File: config.mk
export PLATFORM = sky130hd
export DESIGN_NAME = ch6_diag_regs
export DESIGN_NICKNAME = d
export VERILOG_FILES = /design/src/shared/ch6_diag_pkg.sv /design/src/core/ch6_diag_regs.sv /design/src/core/phase_delay_line.sv
export SDC_FILE = /design/constraint.sdc
export NUM_CORES = 1
export LEC_CHECK = 0
export BUFFER_PORTS_ARGS = -buffer_cell sky130_fd_sc_hd__buf_2
export CAP_MARGIN = 5
export CORE_MARGIN = 8
export CORE_UTILIZATION = 55
export CTS_CLUSTER_DIAMETER = 30
export DETAILED_ROUTE_END_ITERATION = 8
export HOLD_SLACK_MARGIN = 0.03
export PLACE_DENSITY_LB_ADDON = 0.05
export SYNTH_ARGS = -nofsm -noshare
export SYNTH_HDL_FRONTEND = slang
export SYNTH_HIERARCHICAL = 1
export SYNTH_SLANG_ARGS = --single-unit
File: constraint.sdc
create_clock -name MCLK -period 3.5 [get_ports MCLK]
set_clock_uncertainty 0.1 [all_clocks]
set_input_delay 0.7 -clock MCLK [delete_from_list [all_inputs] [get_ports MCLK]]
set_output_delay 0.7 -clock MCLK [all_outputs]
set_load 0.05 [all_outputs]
File: src/shared/ch6_diag_pkg.sv
`default_nettype none
package ch6_diag_pkg;
  localparam logic [7:0] PAGE_CFG          = 8'h00;
  localparam logic [7:0] ADDR_GAIN_TRIM    = 8'h58;
  localparam logic [7:0] ADDR_PHASE_TRIM   = 8'h59;
  localparam logic [7:0] ADDR_SCAN_EN      = 8'h64;
  localparam logic [7:0] ADDR_THRESH_A     = 8'h65;
  localparam logic [7:0] RST_GAIN_TRIM     = 8'h80;
  localparam logic [7:0] RST_PHASE_TRIM    = 8'h00;
  localparam logic [7:0] RST_SCAN_EN       = 8'h00;
  localparam logic [7:0] RST_THRESH_A      = 8'h37;
  // gain trim field sits in the upper nibble, lower nibble reserved
  localparam int         GAIN_MSB          = 7;
  localparam int         GAIN_LSB          = 4;
  localparam logic [4:0] GAIN_ZERO_DB_CODE = 5'h08;
  localparam logic [7:0] GAIN_WR_MASK      = 8'hf0;
  // scan enable layout: channel 1 at bit 7 down to channel 6 at bit 2
  localparam int         NUM_CH            = 6;
  localparam int         SCAN_CH1_BIT      = 7;
  localparam int         SCAN_SE_NEG_BIT   = 1;
  localparam int         SCAN_AC_BIT       = 0;
  localparam int         CH5_IDX           = 4;
  localparam int         CH6_IDX           = 5;
  // per-channel input configuration codes
  localparam logic [1:0] INCFG_DIFF        = 2'h0;
  localparam logic [1:0] INCFG_SINGLE      = 2'h1;
  localparam int         INCFG_W           = 2;
  localparam int         DELAY_DEPTH       = 256;
endpackage
`default_nettype wire

File: src/core/ch6_diag_regs.sv
// Functional notes
// - gain trim code steps 0.1 dB; code 0 is -0.8 dB, code 8 is 0 dB.
// - gain trim register resets to 80h; low reserved nibble reads zero.
// - phase code delays channel 6 by that many modulator clock cycles, 0..255.
// - phase trim register at page 0 address 59h, resets to zero.
// - scan enable bits 7..2 cover channels 1..6, both pins of differential channels; bit 0 includes AC-coupled ones.
// - channel 5/6 scan enables and channel 6 trims act only on six-channel variant.
// - bit 1 includes negative pins of single-ended channels in the scan.
// - scan enable register at page 0 address 64h, resets to zero.
// - threshold register at page 0 address 65h, resets to 37h.
// - input config code 0 is differential, code 1 single-ended.
`timescale 1ns/1ns
`default_nettype none
module ch6_diag_regs (
  input  wire logic        MCLK,            // control clock, 250 MHz
  input  wire logic        RESET_N,         // async reset, active low
  input  wire logic        SIX_CH_STRAP,    // variant strap pin, high for six channels
  input  wire logic [7:0]  REG_PAGE,        // selected register page
  input  wire logic [7:0]  REG_ADDR,        // register address within page
  input  wire logic        REG_WR,          // write strobe, one cycle
  input  wire logic        REG_RD,          // read strobe, one cycle
  input  wire logic [7:0]  REG_WDATA,       // write data
  output logic      [7:0]  REG_RDATA,       // read data, valid cycle after REG_RD
  input  wire logic        MOD_CLK_EN,      // modulator clock step pulse
  input  wire logic        CH6_MOD_IN,      // channel 6 modulator sample
  output logic             CH6_MOD_OUT,     // phase-delayed channel 6 sample
  input  wire logic [11:0] CH_INPUT_CONFIG, // 2-bit input config per channel, ch1 low
  input  wire logic [5:0]  CH_AC_COUPLED,   // channel coupling is AC, ch1 at bit 0
  output logic      [5:0]  SCAN_POS,        // positive pin scanned, ch1 at bit 0
  output logic      [5:0]  SCAN_NEG,        // negative pin scanned, ch1 at bit 0
  output logic      [3:0]  GAIN_TRIM_CODE,  // effective channel 6 gain trim code
  output logic signed [4:0] GAIN_TRIM_TENTHS, // gain trim in 0.1 dB units
  output logic      [7:0]  THRESH_A         // diagnostic threshold register value
);
  logic       strap_s1_q;
  logic       strap_s2_q;
  logic       strap_s3_q;
  logic       six_ch_q;
  logic       page_hit;
  logic [7:0] gain_reg_q;
  logic [7:0] phase_reg_q;
  logic [7:0] scan_reg_q;
  logic [7:0] thresh_reg_q;
  logic [7:0] rdata_q;
  logic [7:0] rdata_d;
  logic [5:0] scan_pos_d;
  logic [5:0] scan_neg_d;
  logic [5:0] scan_pos_q;
  logic [5:0] scan_neg_q;
  logic [3:0] gain_code_q;
  logic [4:0] gain_tenths_q;
  logic [3:0] gain_field;
  logic [7:0] phase_eff;

  assign page_hit   = (REG_PAGE == ch6_diag_pkg::PAGE_CFG);
  assign gain_field = gain_reg_q[ch6_diag_pkg::GAIN_MSB:ch6_diag_pkg::GAIN_LSB];

  // strap is asynchronous to MCLK; variant follows only once two stages agree
  always_ff @(posedge MCLK or negedge RESET_N) begin
    if (!RESET_N) begin
      strap_s1_q <= 1'b0;
      strap_s2_q <= 1'b0;
      strap_s3_q <= 1'b0;
    end else begin
      strap_s1_q <= SIX_CH_STRAP;
      strap_s2_q <= strap_s1_q;
      strap_s3_q <= strap_s2_q;
    end
  end

  always_ff @(posedge MCLK or negedge RESET_N) begin
    if (!RESET_N) begin
      six_ch_q <= 1'b0;
    end else if (strap_s2_q == strap_s3_q) begin
      six_ch_q <= strap_s3_q;
    end
  end

  // reserved low nibble is never stored, so it always reads back zero
  always_ff @(posedge MCLK or negedge RESET_N) begin
    if (!RESET_N) begin
      gain_reg_q <= ch6_diag_pkg::RST_GAIN_TRIM;
    end else if (REG_WR && page_hit && REG_ADDR == ch6_diag_pkg::ADDR_GAIN_TRIM) begin
      gain_reg_q <= REG_WDATA & ch6_diag_pkg::GAIN_WR_MASK;
    end
  end

  always_ff @(posedge MCLK or negedge RESET_N) begin
    if (!RESET_N) begin
      phase_reg_q <= ch6_diag_pkg::RST_PHASE_TRIM;
    end else if (REG_WR && page_hit && REG_ADDR == ch6_diag_pkg::ADDR_PHASE_TRIM) begin
      phase_reg_q <= REG_WDATA;
    end
  end

  always_ff @(posedge MCLK or negedge RESET_N) begin
    if (!RESET_N) begin
      scan_reg_q <= ch6_diag_pkg::RST_SCAN_EN;
    end else if (REG_WR && page_hit && REG_ADDR == ch6_diag_pkg::ADDR_SCAN_EN) begin
      scan_reg_q <= REG_WDATA;
    end
  end

  always_ff @(posedge MCLK or negedge RESET_N) begin
    if (!RESET_N) begin
      thresh_reg_q <= ch6_diag_pkg::RST_THRESH_A;
    end else if (REG_WR && page_hit && REG_ADDR == ch6_diag_pkg::ADDR_THRESH_A) begin
      thresh_reg_q <= REG_WDATA;
    end
  end

  // registers keep what software wrote on either variant; only effects are gated
  always_comb begin
    rdata_d = 8'h00;
    if (page_hit) begin
      case (REG_ADDR)
        ch6_diag_pkg::ADDR_GAIN_TRIM:  rdata_d = gain_reg_q;
        ch6_diag_pkg::ADDR_PHASE_TRIM: rdata_d = phase_reg_q;
        ch6_diag_pkg::ADDR_SCAN_EN:    rdata_d = scan_reg_q;
        ch6_diag_pkg::ADDR_THRESH_A:   rdata_d = thresh_reg_q;
        default:                       rdata_d = 8'h00;
      endcase
    end
  end

  always_ff @(posedge MCLK or negedge RESET_N) begin
    if (!RESET_N) begin
      rdata_q <= 8'h00;
    end else if (REG_RD) begin
      rdata_q <= rdata_d;
    end
  end

  // per-channel scan selection, same shape for all six channels
  genvar ch;
  generate
    for (ch = 0; ch < ch6_diag_pkg::NUM_CH; ch++) begin : g_scan
      logic en_bit;
      logic single_ended;
      logic variant_ok;
      assign en_bit       = scan_reg_q[ch6_diag_pkg::SCAN_CH1_BIT - ch];
      assign single_ended = (CH_INPUT_CONFIG[ch*ch6_diag_pkg::INCFG_W +: ch6_diag_pkg::INCFG_W]
                             == ch6_diag_pkg::INCFG_SINGLE);
      assign variant_ok   = six_ch_q || (ch < ch6_diag_pkg::CH5_IDX);
      assign scan_pos_d[ch] = en_bit && variant_ok &&
                              (!CH_AC_COUPLED[ch] || scan_reg_q[ch6_diag_pkg::SCAN_AC_BIT]);
      assign scan_neg_d[ch] = scan_pos_d[ch] &&
                              (!single_ended || scan_reg_q[ch6_diag_pkg::SCAN_SE_NEG_BIT]);
    end
  endgenerate

  always_ff @(posedge MCLK or negedge RESET_N) begin
    if (!RESET_N) begin
      scan_pos_q <= 6'h00;
      scan_neg_q <= 6'h00;
    end else begin
      scan_pos_q <= scan_pos_d;
      scan_neg_q <= scan_neg_d;
    end
  end

  // four-channel parts hold the trim at its 0 dB code
  always_ff @(posedge MCLK or negedge RESET_N) begin
    if (!RESET_N) begin
      gain_code_q   <= ch6_diag_pkg::GAIN_ZERO_DB_CODE[3:0];
      gain_tenths_q <= 5'h00;
    end else if (six_ch_q) begin
      gain_code_q   <= gain_field;
      gain_tenths_q <= {1'b0, gain_field} - ch6_diag_pkg::GAIN_ZERO_DB_CODE;
    end else begin
      gain_code_q   <= ch6_diag_pkg::GAIN_ZERO_DB_CODE[3:0];
      gain_tenths_q <= 5'h00;
    end
  end

  assign phase_eff = six_ch_q ? phase_reg_q : 8'h00;

  phase_delay_line u_phase (
    .clk     (MCLK),
    .rst_n   (RESET_N),
    .step_en (MOD_CLK_EN),
    .delay   (phase_eff),
    .din     (CH6_MOD_IN),
    .dout    (CH6_MOD_OUT)
  );

  assign REG_RDATA        = rdata_q;
  assign SCAN_POS         = scan_pos_q;
  assign SCAN_NEG         = scan_neg_q;
  assign GAIN_TRIM_CODE   = gain_code_q;
  assign GAIN_TRIM_TENTHS = gain_tenths_q;
  assign THRESH_A         = thresh_reg_q;

  chk_gain_tenths: assert property (@(posedge MCLK) disable iff (!RESET_N)
    six_ch_q |=> GAIN_TRIM_TENTHS == $signed({1'b0, $past(gain_field)}) - 5'sd8)
    else $error("gain trim tenths not code minus eight");

  chk_gain_reserved: assert property (@(posedge MCLK) disable iff (!RESET_N)
    REG_RD && page_hit && REG_ADDR == ch6_diag_pkg::ADDR_GAIN_TRIM |=> REG_RDATA[3:0] == 4'h0)
    else $error("reserved gain trim bits read nonzero");

  chk_phase_write: assert property (@(posedge MCLK) disable iff (!RESET_N)
    REG_WR && page_hit && REG_ADDR == ch6_diag_pkg::ADDR_PHASE_TRIM ##1 !REG_WR ##1 REG_RD && !REG_WR
      && page_hit && REG_ADDR == ch6_diag_pkg::ADDR_PHASE_TRIM |=> REG_RDATA == $past(REG_WDATA, 3))
    else $error("phase trim readback differs from written value");

  chk_scan_pos: assert property (@(posedge MCLK) disable iff (!RESET_N)
    !scan_reg_q[ch6_diag_pkg::SCAN_CH1_BIT] |=> !SCAN_POS[0])
    else $error("channel 1 scanned while its enable is clear");

  chk_variant_gate: assert property (@(posedge MCLK) disable iff (!RESET_N)
    !six_ch_q |=> SCAN_POS[ch6_diag_pkg::CH6_IDX:ch6_diag_pkg::CH5_IDX] == 2'b00
      && GAIN_TRIM_CODE == ch6_diag_pkg::GAIN_ZERO_DB_CODE[3:0])
    else $error("channel 5 or 6 features active on four-channel variant");

  chk_neg_excl: assert property (@(posedge MCLK) disable iff (!RESET_N)
    !scan_reg_q[ch6_diag_pkg::SCAN_SE_NEG_BIT] && CH_INPUT_CONFIG[1:0] == ch6_diag_pkg::INCFG_SINGLE
      |=> !SCAN_NEG[0])
    else $error("single-ended negative pin scanned while excluded");

  chk_diff_neg: assert property (@(posedge MCLK) disable iff (!RESET_N)
    CH_INPUT_CONFIG[1:0] == ch6_diag_pkg::INCFG_DIFF |=> SCAN_NEG[0] == SCAN_POS[0])
    else $error("differential channel pins not scanned together");

  chk_thresh_read: assert property (@(posedge MCLK) disable iff (!RESET_N)
    REG_RD && page_hit && REG_ADDR == ch6_diag_pkg::ADDR_THRESH_A |=> REG_RDATA == $past(thresh_reg_q))
    else $error("threshold register readback mismatch");

  chk_ac_excl: assert property (@(posedge MCLK) disable iff (!RESET_N)
    CH_AC_COUPLED[0] && !scan_reg_q[ch6_diag_pkg::SCAN_AC_BIT] |=> !SCAN_POS[0] && !SCAN_NEG[0])
    else $error("ac-coupled channel scanned while excluded");
endmodule
`default_nettype wire

File: src/core/phase_delay_line.sv
`timescale 1ns/1ns
`default_nettype none
module phase_delay_line (
  input  wire logic       clk,     // control clock
  input  wire logic       rst_n,   // async reset, active low
  input  wire logic       step_en, // one modulator clock cycle
  input  wire logic [7:0] delay,   // delay in modulator cycles
  input  wire logic       din,     // modulator sample in
  output logic            dout     // delayed sample
);
  logic [0:0] mem [ch6_diag_pkg::DELAY_DEPTH];
  logic [7:0] wr_ptr_q;
  logic [7:0] rd_ptr;
  logic       dout_q;

  // history slot written exactly delay steps ago
  assign rd_ptr = wr_ptr_q - delay;
  assign dout   = dout_q;

  always_ff @(posedge clk) begin
    if (step_en) begin
      mem[wr_ptr_q] <= din;
    end
  end

  always_ff @(posedge clk or negedge rst_n) begin
    if (!rst_n) begin
      wr_ptr_q <= 8'h00;
    end else if (step_en) begin
      wr_ptr_q <= wr_ptr_q + 8'h01;
    end
  end

  // code zero bypasses the memory so no stale slot leaks out
  always_ff @(posedge clk or negedge rst_n) begin
    if (!rst_n) begin
      dout_q <= 1'b0;
    end else if (step_en) begin
      dout_q <= (delay == 8'h00) ? din : mem[rd_ptr][0];
    end
  end

  chk_zero_delay: assert property (@(posedge clk) disable iff (!rst_n)
    step_en && delay == 8'h00 |=> dout == $past(din))
    else $error("zero phase code did not pass sample straight through");

  chk_ptr_step: assert property (@(posedge clk) disable iff (!rst_n)
    step_en |=> wr_ptr_q == $past(wr_ptr_q) + 8'h01)
    else $error("delay line write pointer did not advance one slot");
endmodule
`default_nettype wire

-- Yosys cells after proc, flatten, opt, wreduce, memory -nomap -nowiden
Memory sizes are Yosys's and may differ from the RTL's. A register that Yosys moved wholly into a read port is not among the register bits.
Index checks and enable logic that the tools add are counted.
- memories: 1
- logic and storage cells: 81
- memory bits (writable): 256
- output and inout port bits: 38
- input port bits: 49
- bits in registers: 69
- memory list (memory ; words ; width ; rd ports ; clocked after Yosys merged registers in ; wr ports ; line ; source):
    u_phase.mem ; 256 ; 1 ; 1 ; 1 ; 1 ; phase_delay_line.sv:11 ; logic [0:0] mem [ch6_diag_pkg::DELAY_DEPTH];
- equality and inequality tests: 11
- add/sub/neg operators: 3
- reductions and logical operators: 45
- multiplexer cells: 7
- operators by type and width (kind ; number):
    $eq A8 B7 Y1 const B ; 4
    $pmux W8 S4 ; 1
    $logic_and A1 B1 Y1 ; 19
    $mux W8 ; 2
    $logic_not A1 Y1 ; 13
    $eq A2 B1 Y1 const B ; 6
    $logic_or A1 B1 Y1 ; 12
    $add A8 B1 Y8 const B ; 1
    $logic_not A8 Y1 ; 1
    $sub A8 B8 Y8 ; 1
    $mux W5 ; 1
    $sub A4 B4 Y5 const B ; 1
    $mux W4 ; 1
    $mux W1 ; 2
    $eq A1 B1 Y1 ; 1

-- Logic depth before layout (Yosys ltp)
- depth after elaboration: 4
- gate-level depth with buffers: 15
- mapped depth without buffers: 12

-- Cells and area by module
The synthesis kept the hierarchy.
- by module, submodules not included (module ; seq. area each (um2) ; cells each ; area an instance (um2) ; times used):
    phase_delay_line ; 7912.6 ; 849 ; 12061.6 ; 1
    ch6_diag_regs ; 1435.1 ; 186 ; 2458.6 ; 1

-- Least setup slack after synthesis
OpenSTA, ideal clock, no wires.
- path kind: reg2reg
- from: register six_ch_q (netlist: g_scan[4].variant_ok)
- to: register u_phase.dout_q (netlist: u_phase/dout) (read register of u_phase.mem)
- path buffers: 2
- clock period less this slack: 3.418 ns
- cell stages (with the launch flop): 13
- path slack: 0.082 ns
- setup time: 0.127 ns
- arrival time: 3.191 ns
- required time: 3.273 ns
- cell sequence: dfrtp_1 > clkbuf_1 > and2_1 > fa_1 > xnor2_1 > buf_4 > mux4_2 > mux4_2 > mux2i_1 > nand2_1 > o21a_1 > o2111ai_1 > o31ai_1
- word-level cells in the longest chain between the ends: 2
- RTL lines (what ; line ; source):
    start: declaration ; ch6_diag_regs.sv:38 ; logic six_ch_q;
    start signal: assignment ; ch6_diag_regs.sv:75 ; six_ch_q <= strap_s3_q;
    $mux W8 ; ch6_diag_regs.sv:176 ; assign phase_eff = six_ch_q ? phase_reg_q : 8'h00;
    via phase_eff[1] ; ch6_diag_regs.sv:53 ; logic [7:0] phase_eff;
    $sub A8 B8 Y8 ; phase_delay_line.sv:17 ; assign rd_ptr = wr_ptr_q - delay;
    end: declaration ; phase_delay_line.sv:14 ; logic dout_q;
The timed path passes the listed nets, and every way through them passes these cells.
A chain may end at the register's enable or synchronous reset.

-- Final worst setup path
Same ends and word-level chain as after synthesis.

==> metrics.md <==
| Metric | Value |
|---|---|
| Share of cells above drive strength 1 | `31.8%` |
| Yosys reg bits | `322` |
| Initial antenna violation count | `0` |
| Dpl cells | `1,439` |
| Hold Path Depth | `1` |
| Cell Int Power | `10.2 mW` |
| GR Overflow Total | `0` |
| Sequential share of power | `29.1%` |
| Sequential area share after synthesis | `64.4%` |
| R2R cell count | `13` |
| Final Slew Violations | `0` |
| CTS root buf | `clkbuf_16` |
| Synthesis-to-finish area growth | `23.3%` |
| Largest net degree at the start of global routing | `100` |
| Switching part of the total | `30.1%` |
| Post-synthesis simple-gate area fraction | `11.7%` |
| Ys flop type | `edfxtp_1` |
| Synthesized net count | `1,097` |
| Vias in the first global route | `9,368` |
| Multi-input logic area | `4820 um^2` |
| Synth area leader | `edfxtp_1` |
| Register area | `9350 um^2` |
| Final setup viols | `1` |
| Pre-CTS setup slack | `-0.137 ns` |
| Port buffer count | `86` |
| EDFF count, synth | `256` |
| Final non-filler cell total | `1,563` |
| Worst-margin pin slew | `0.805 ns` |
| Total number of vias | `9,123` |
| Register clock-pin slew on the reported worst setup and hold paths | `0.05 ns` |
| Crit path DAT | `3.91 ns` |
| Mapped Area | `14,500 um^2` |
| Post-synthesis average cell area | `14.0 um^2` |
| Wire length per cell | `22.3 um` |
| Cell variety after synth | `63` |
| Worst Path Required | `3.83 ns` |
| Gate power share | `31.9%` |
| Synth Area in Adders | `1.24%` |
| FILL cells | `1,820` |
| Failing checks | `setup timing` |
| Switch Pwr | `4.42 mW` |
| Synth warnings | `6` |
| Placer Congestion | `0.817` |
| Overall power | `14.7 mW` |
| Synth Area in XOR/XNOR | `1.13%` |
| Antenna viol nets, final | `0` |
| Clock Power Share | `39.0%` |
| Pre-Repair DR Iteration Count | `5` |
| Global-route wire length before repair | `53.8 mm` |
| Rel. slew slack | `44.9%` |
| Global-route usage over all layers | `22.4%` |
| Hpwl dp | `21.3 mm` |
| Ant. Diodes | `0` |
| H-tree levels | `2` |
| Initial Util | `55.9%` |
| Final WS setup | `-0.0804 ns` |
| Chip height | `178 um` |
| Ports | `87` |
| CTS tree | `yes` |
| Max frequency | `279 MHz` |
| Crit path time final | `3.58 ns` |
| Unrepaired setup endpoints after global routing | `true` |
| Post-synthesis cell count | `1,035` |
| Num rows | `59` |
| Initial DRC count | `921` |
| Worst Path Class, Setup | `register to register` |
| Status | `complete, but fails checks` |
| Worst skew pair latency | `0.57 ns` |
| Via density | `5.84` |
| Leakage | `6.44 nW` |
| Max-cap viol count | `0` |
| Complex-gate fraction of the synthesized area | `3.08%` |
| Most frequent cells in the layout | `nor2_1, edfxtp_1, buf_2` |
| Nets | `1,240` |
| Mux share of post-synthesis cell area | `15.5%` |
| Die area | `31,900 um^2` |
| VDD IR-drop max | `0.000529 V` |
| Commonest non-fill, non-tap cell in the layout | `nor2_1` |
| Clk sink count | `322` |
| Post-synth top area share | `52.9%` |
| CP Max Fanout | `4` |
| Maximum root-to-sink buffer count | `3` |
| Critical path startpoint category | `register` |
| Largest family of logic cells by synthesized area | `multiplexers` |
| Pwr per Cell Area | `819 nW/um^2` |
| Fin. Hold Viols | `0` |
| CP endpoint kind | `register` |
| DR DRC count | `0` |
| CORE AREA | `26,000 um^2` |
| Dominant cells by area after synthesis | `edfxtp_1, mux4_2, dfrtp_1` |
| Crit share post-route | `102%` |
| Async SR Flop Fraction | `20.5%` |
| Num CTS Buffers | `61` |
| Hold Crit Class | `input port to register` |
| Post-Route WL | `34.9 mm` |
| Die Wd | `178 um` |
stage by stage:
step           area, um^2  util (%)  hold slack, ns  TNS [ns]
6_report            17900      68.9           0.164   -0.0804
5_1_grt             17900      68.9           0.135    -0.199
4_1_cts             17800      68.7           0.140   -0.0917
3_5_place_dp        15600      60.2           0.247    -0.137
3_3_place_gp        15600      60.2           0.246    -0.110
2_1_floorplan       14500         -           0.231         0
area by class of cell:
cell class                 count  share of cell area [%]
multi-input combinational    614                    26.9
tap                          335                    2.34
clock buffer                  68                    8.85
timing repair buffer         158                    6.58
clock inverter                45                    2.65
inverter                      21                   0.440
sequential                   322                    52.2
worst paths after layout:
| path | start | slack [ns] | endpoint |
|---|---|---|---|
| max | g_scan[4].variant_ok | -0.08 | u_phase/dout |
| min | SIX_CH_STRAP | 0.16 | strap_s1_q |
| max reg2reg | g_scan[4].variant_ok | -0.08 | u_phase/dout |
| min reg2reg | strap_s1_q | 0.26 | strap_s2_q |
| max in group asynchronous | RESET_N | 1.98 | THRESH_A[4] |
| min in group asynchronous | RESET_N | 0.53 | scan_reg_q[1] |
worst max-delay path: stages, from the launching register on:
cell and delay [ns]:
dfrtp_1 0.38, and2_4 0.16, ha_4 0.15, fa_4 0.47, xnor2_4 0.23, buf_12 0.15, buf_16 0.13, mux4_2 0.50
mux4_2 0.49, mux2i_1 0.17, nand2_1 0.09, o21a_1 0.18, o2111ai_2 0.16, o31ai_1 0.10
cells by family after synthesis:
| logic type | after synthesis |
|---|---|
| adders and majority gates | 14 |
| and+or+nand+nor | 396 |
| AOI/OAI and AO/OA | 61 |
| xor gates and xnor gates | 17 |
| buffers and inverters | 99 |
| DFF | 322 |
| muxes | 126 |
routing by layer:
layer / GRT usage [%] / up-vias / wire (um)
li1: - / 4087 / -
met1: 30.6 / 4617 / 14500
met2: 36.1 / 352 / 16900
met3: 4.40 / 67 / 2770
met4: 6.34 / 0 / 688
met5: 0 / - / 0
cells in the mapped netlist, types with 7 or more instances:
master and count:
nor2_1 273, nor2b_1 9, a21boi_0 10, and2_1 12, xnor2_1 9, dfstp_2 7
mux2i_1 20, mux2_2 24, edfxtp_1 256, nand2_1 43, buf_2 9, o22ai_1 8
ha_1 12, dfrtp_1 59, mux2_4 8, mux4_2 74, inv_1 21, nand3_1 27
buf_4 10, clkbuf_1 52
flip-flops by register name, summed over array words and instances, names as in the netlist:
name	cells
phase_reg_q	8
SCAN_NEG	6
strap_s1_q	1
u_phase/mem	256
u_phase/wr_ptr_q	8
strap_s3_q	1
scan_reg_q	8
SCAN_POS	6
REG_RDATA	8
u_phase/dout	1
gain_reg_q	4
GAIN_TRIM_CODE	4
g_scan.variant_ok	1
strap_s2_q	1
THRESH_A	8
GAIN_TRIM_TENTHS	1
power groups by stage:
stage / clock, mW / sequential, mW / combinational, mW
4_1_cts: 5.80 / 4.26 / 4.59
5_1_grt: 5.98 / 4.26 / 4.98
3_3_place_gp: 0 / 4.33 / 4.36
3_5_place_dp: 0 / 4.33 / 4.37
6_report: 5.72 / 4.26 / 4.68
2_1_floorplan: 0 / 4.36 / 2.77
timing repair:
item / in CTS / in global routing
setup endpoints to repair: 1 / 1
gates resized for setup: 8 / 11
setup buffers: 6 / 2
endpoints found under the hold margin: 17 / 0
cloned: 2 / 1
hold buffers: 1 / 0
pin swaps: 6 / 4
(Power assumes the default switching activity.)
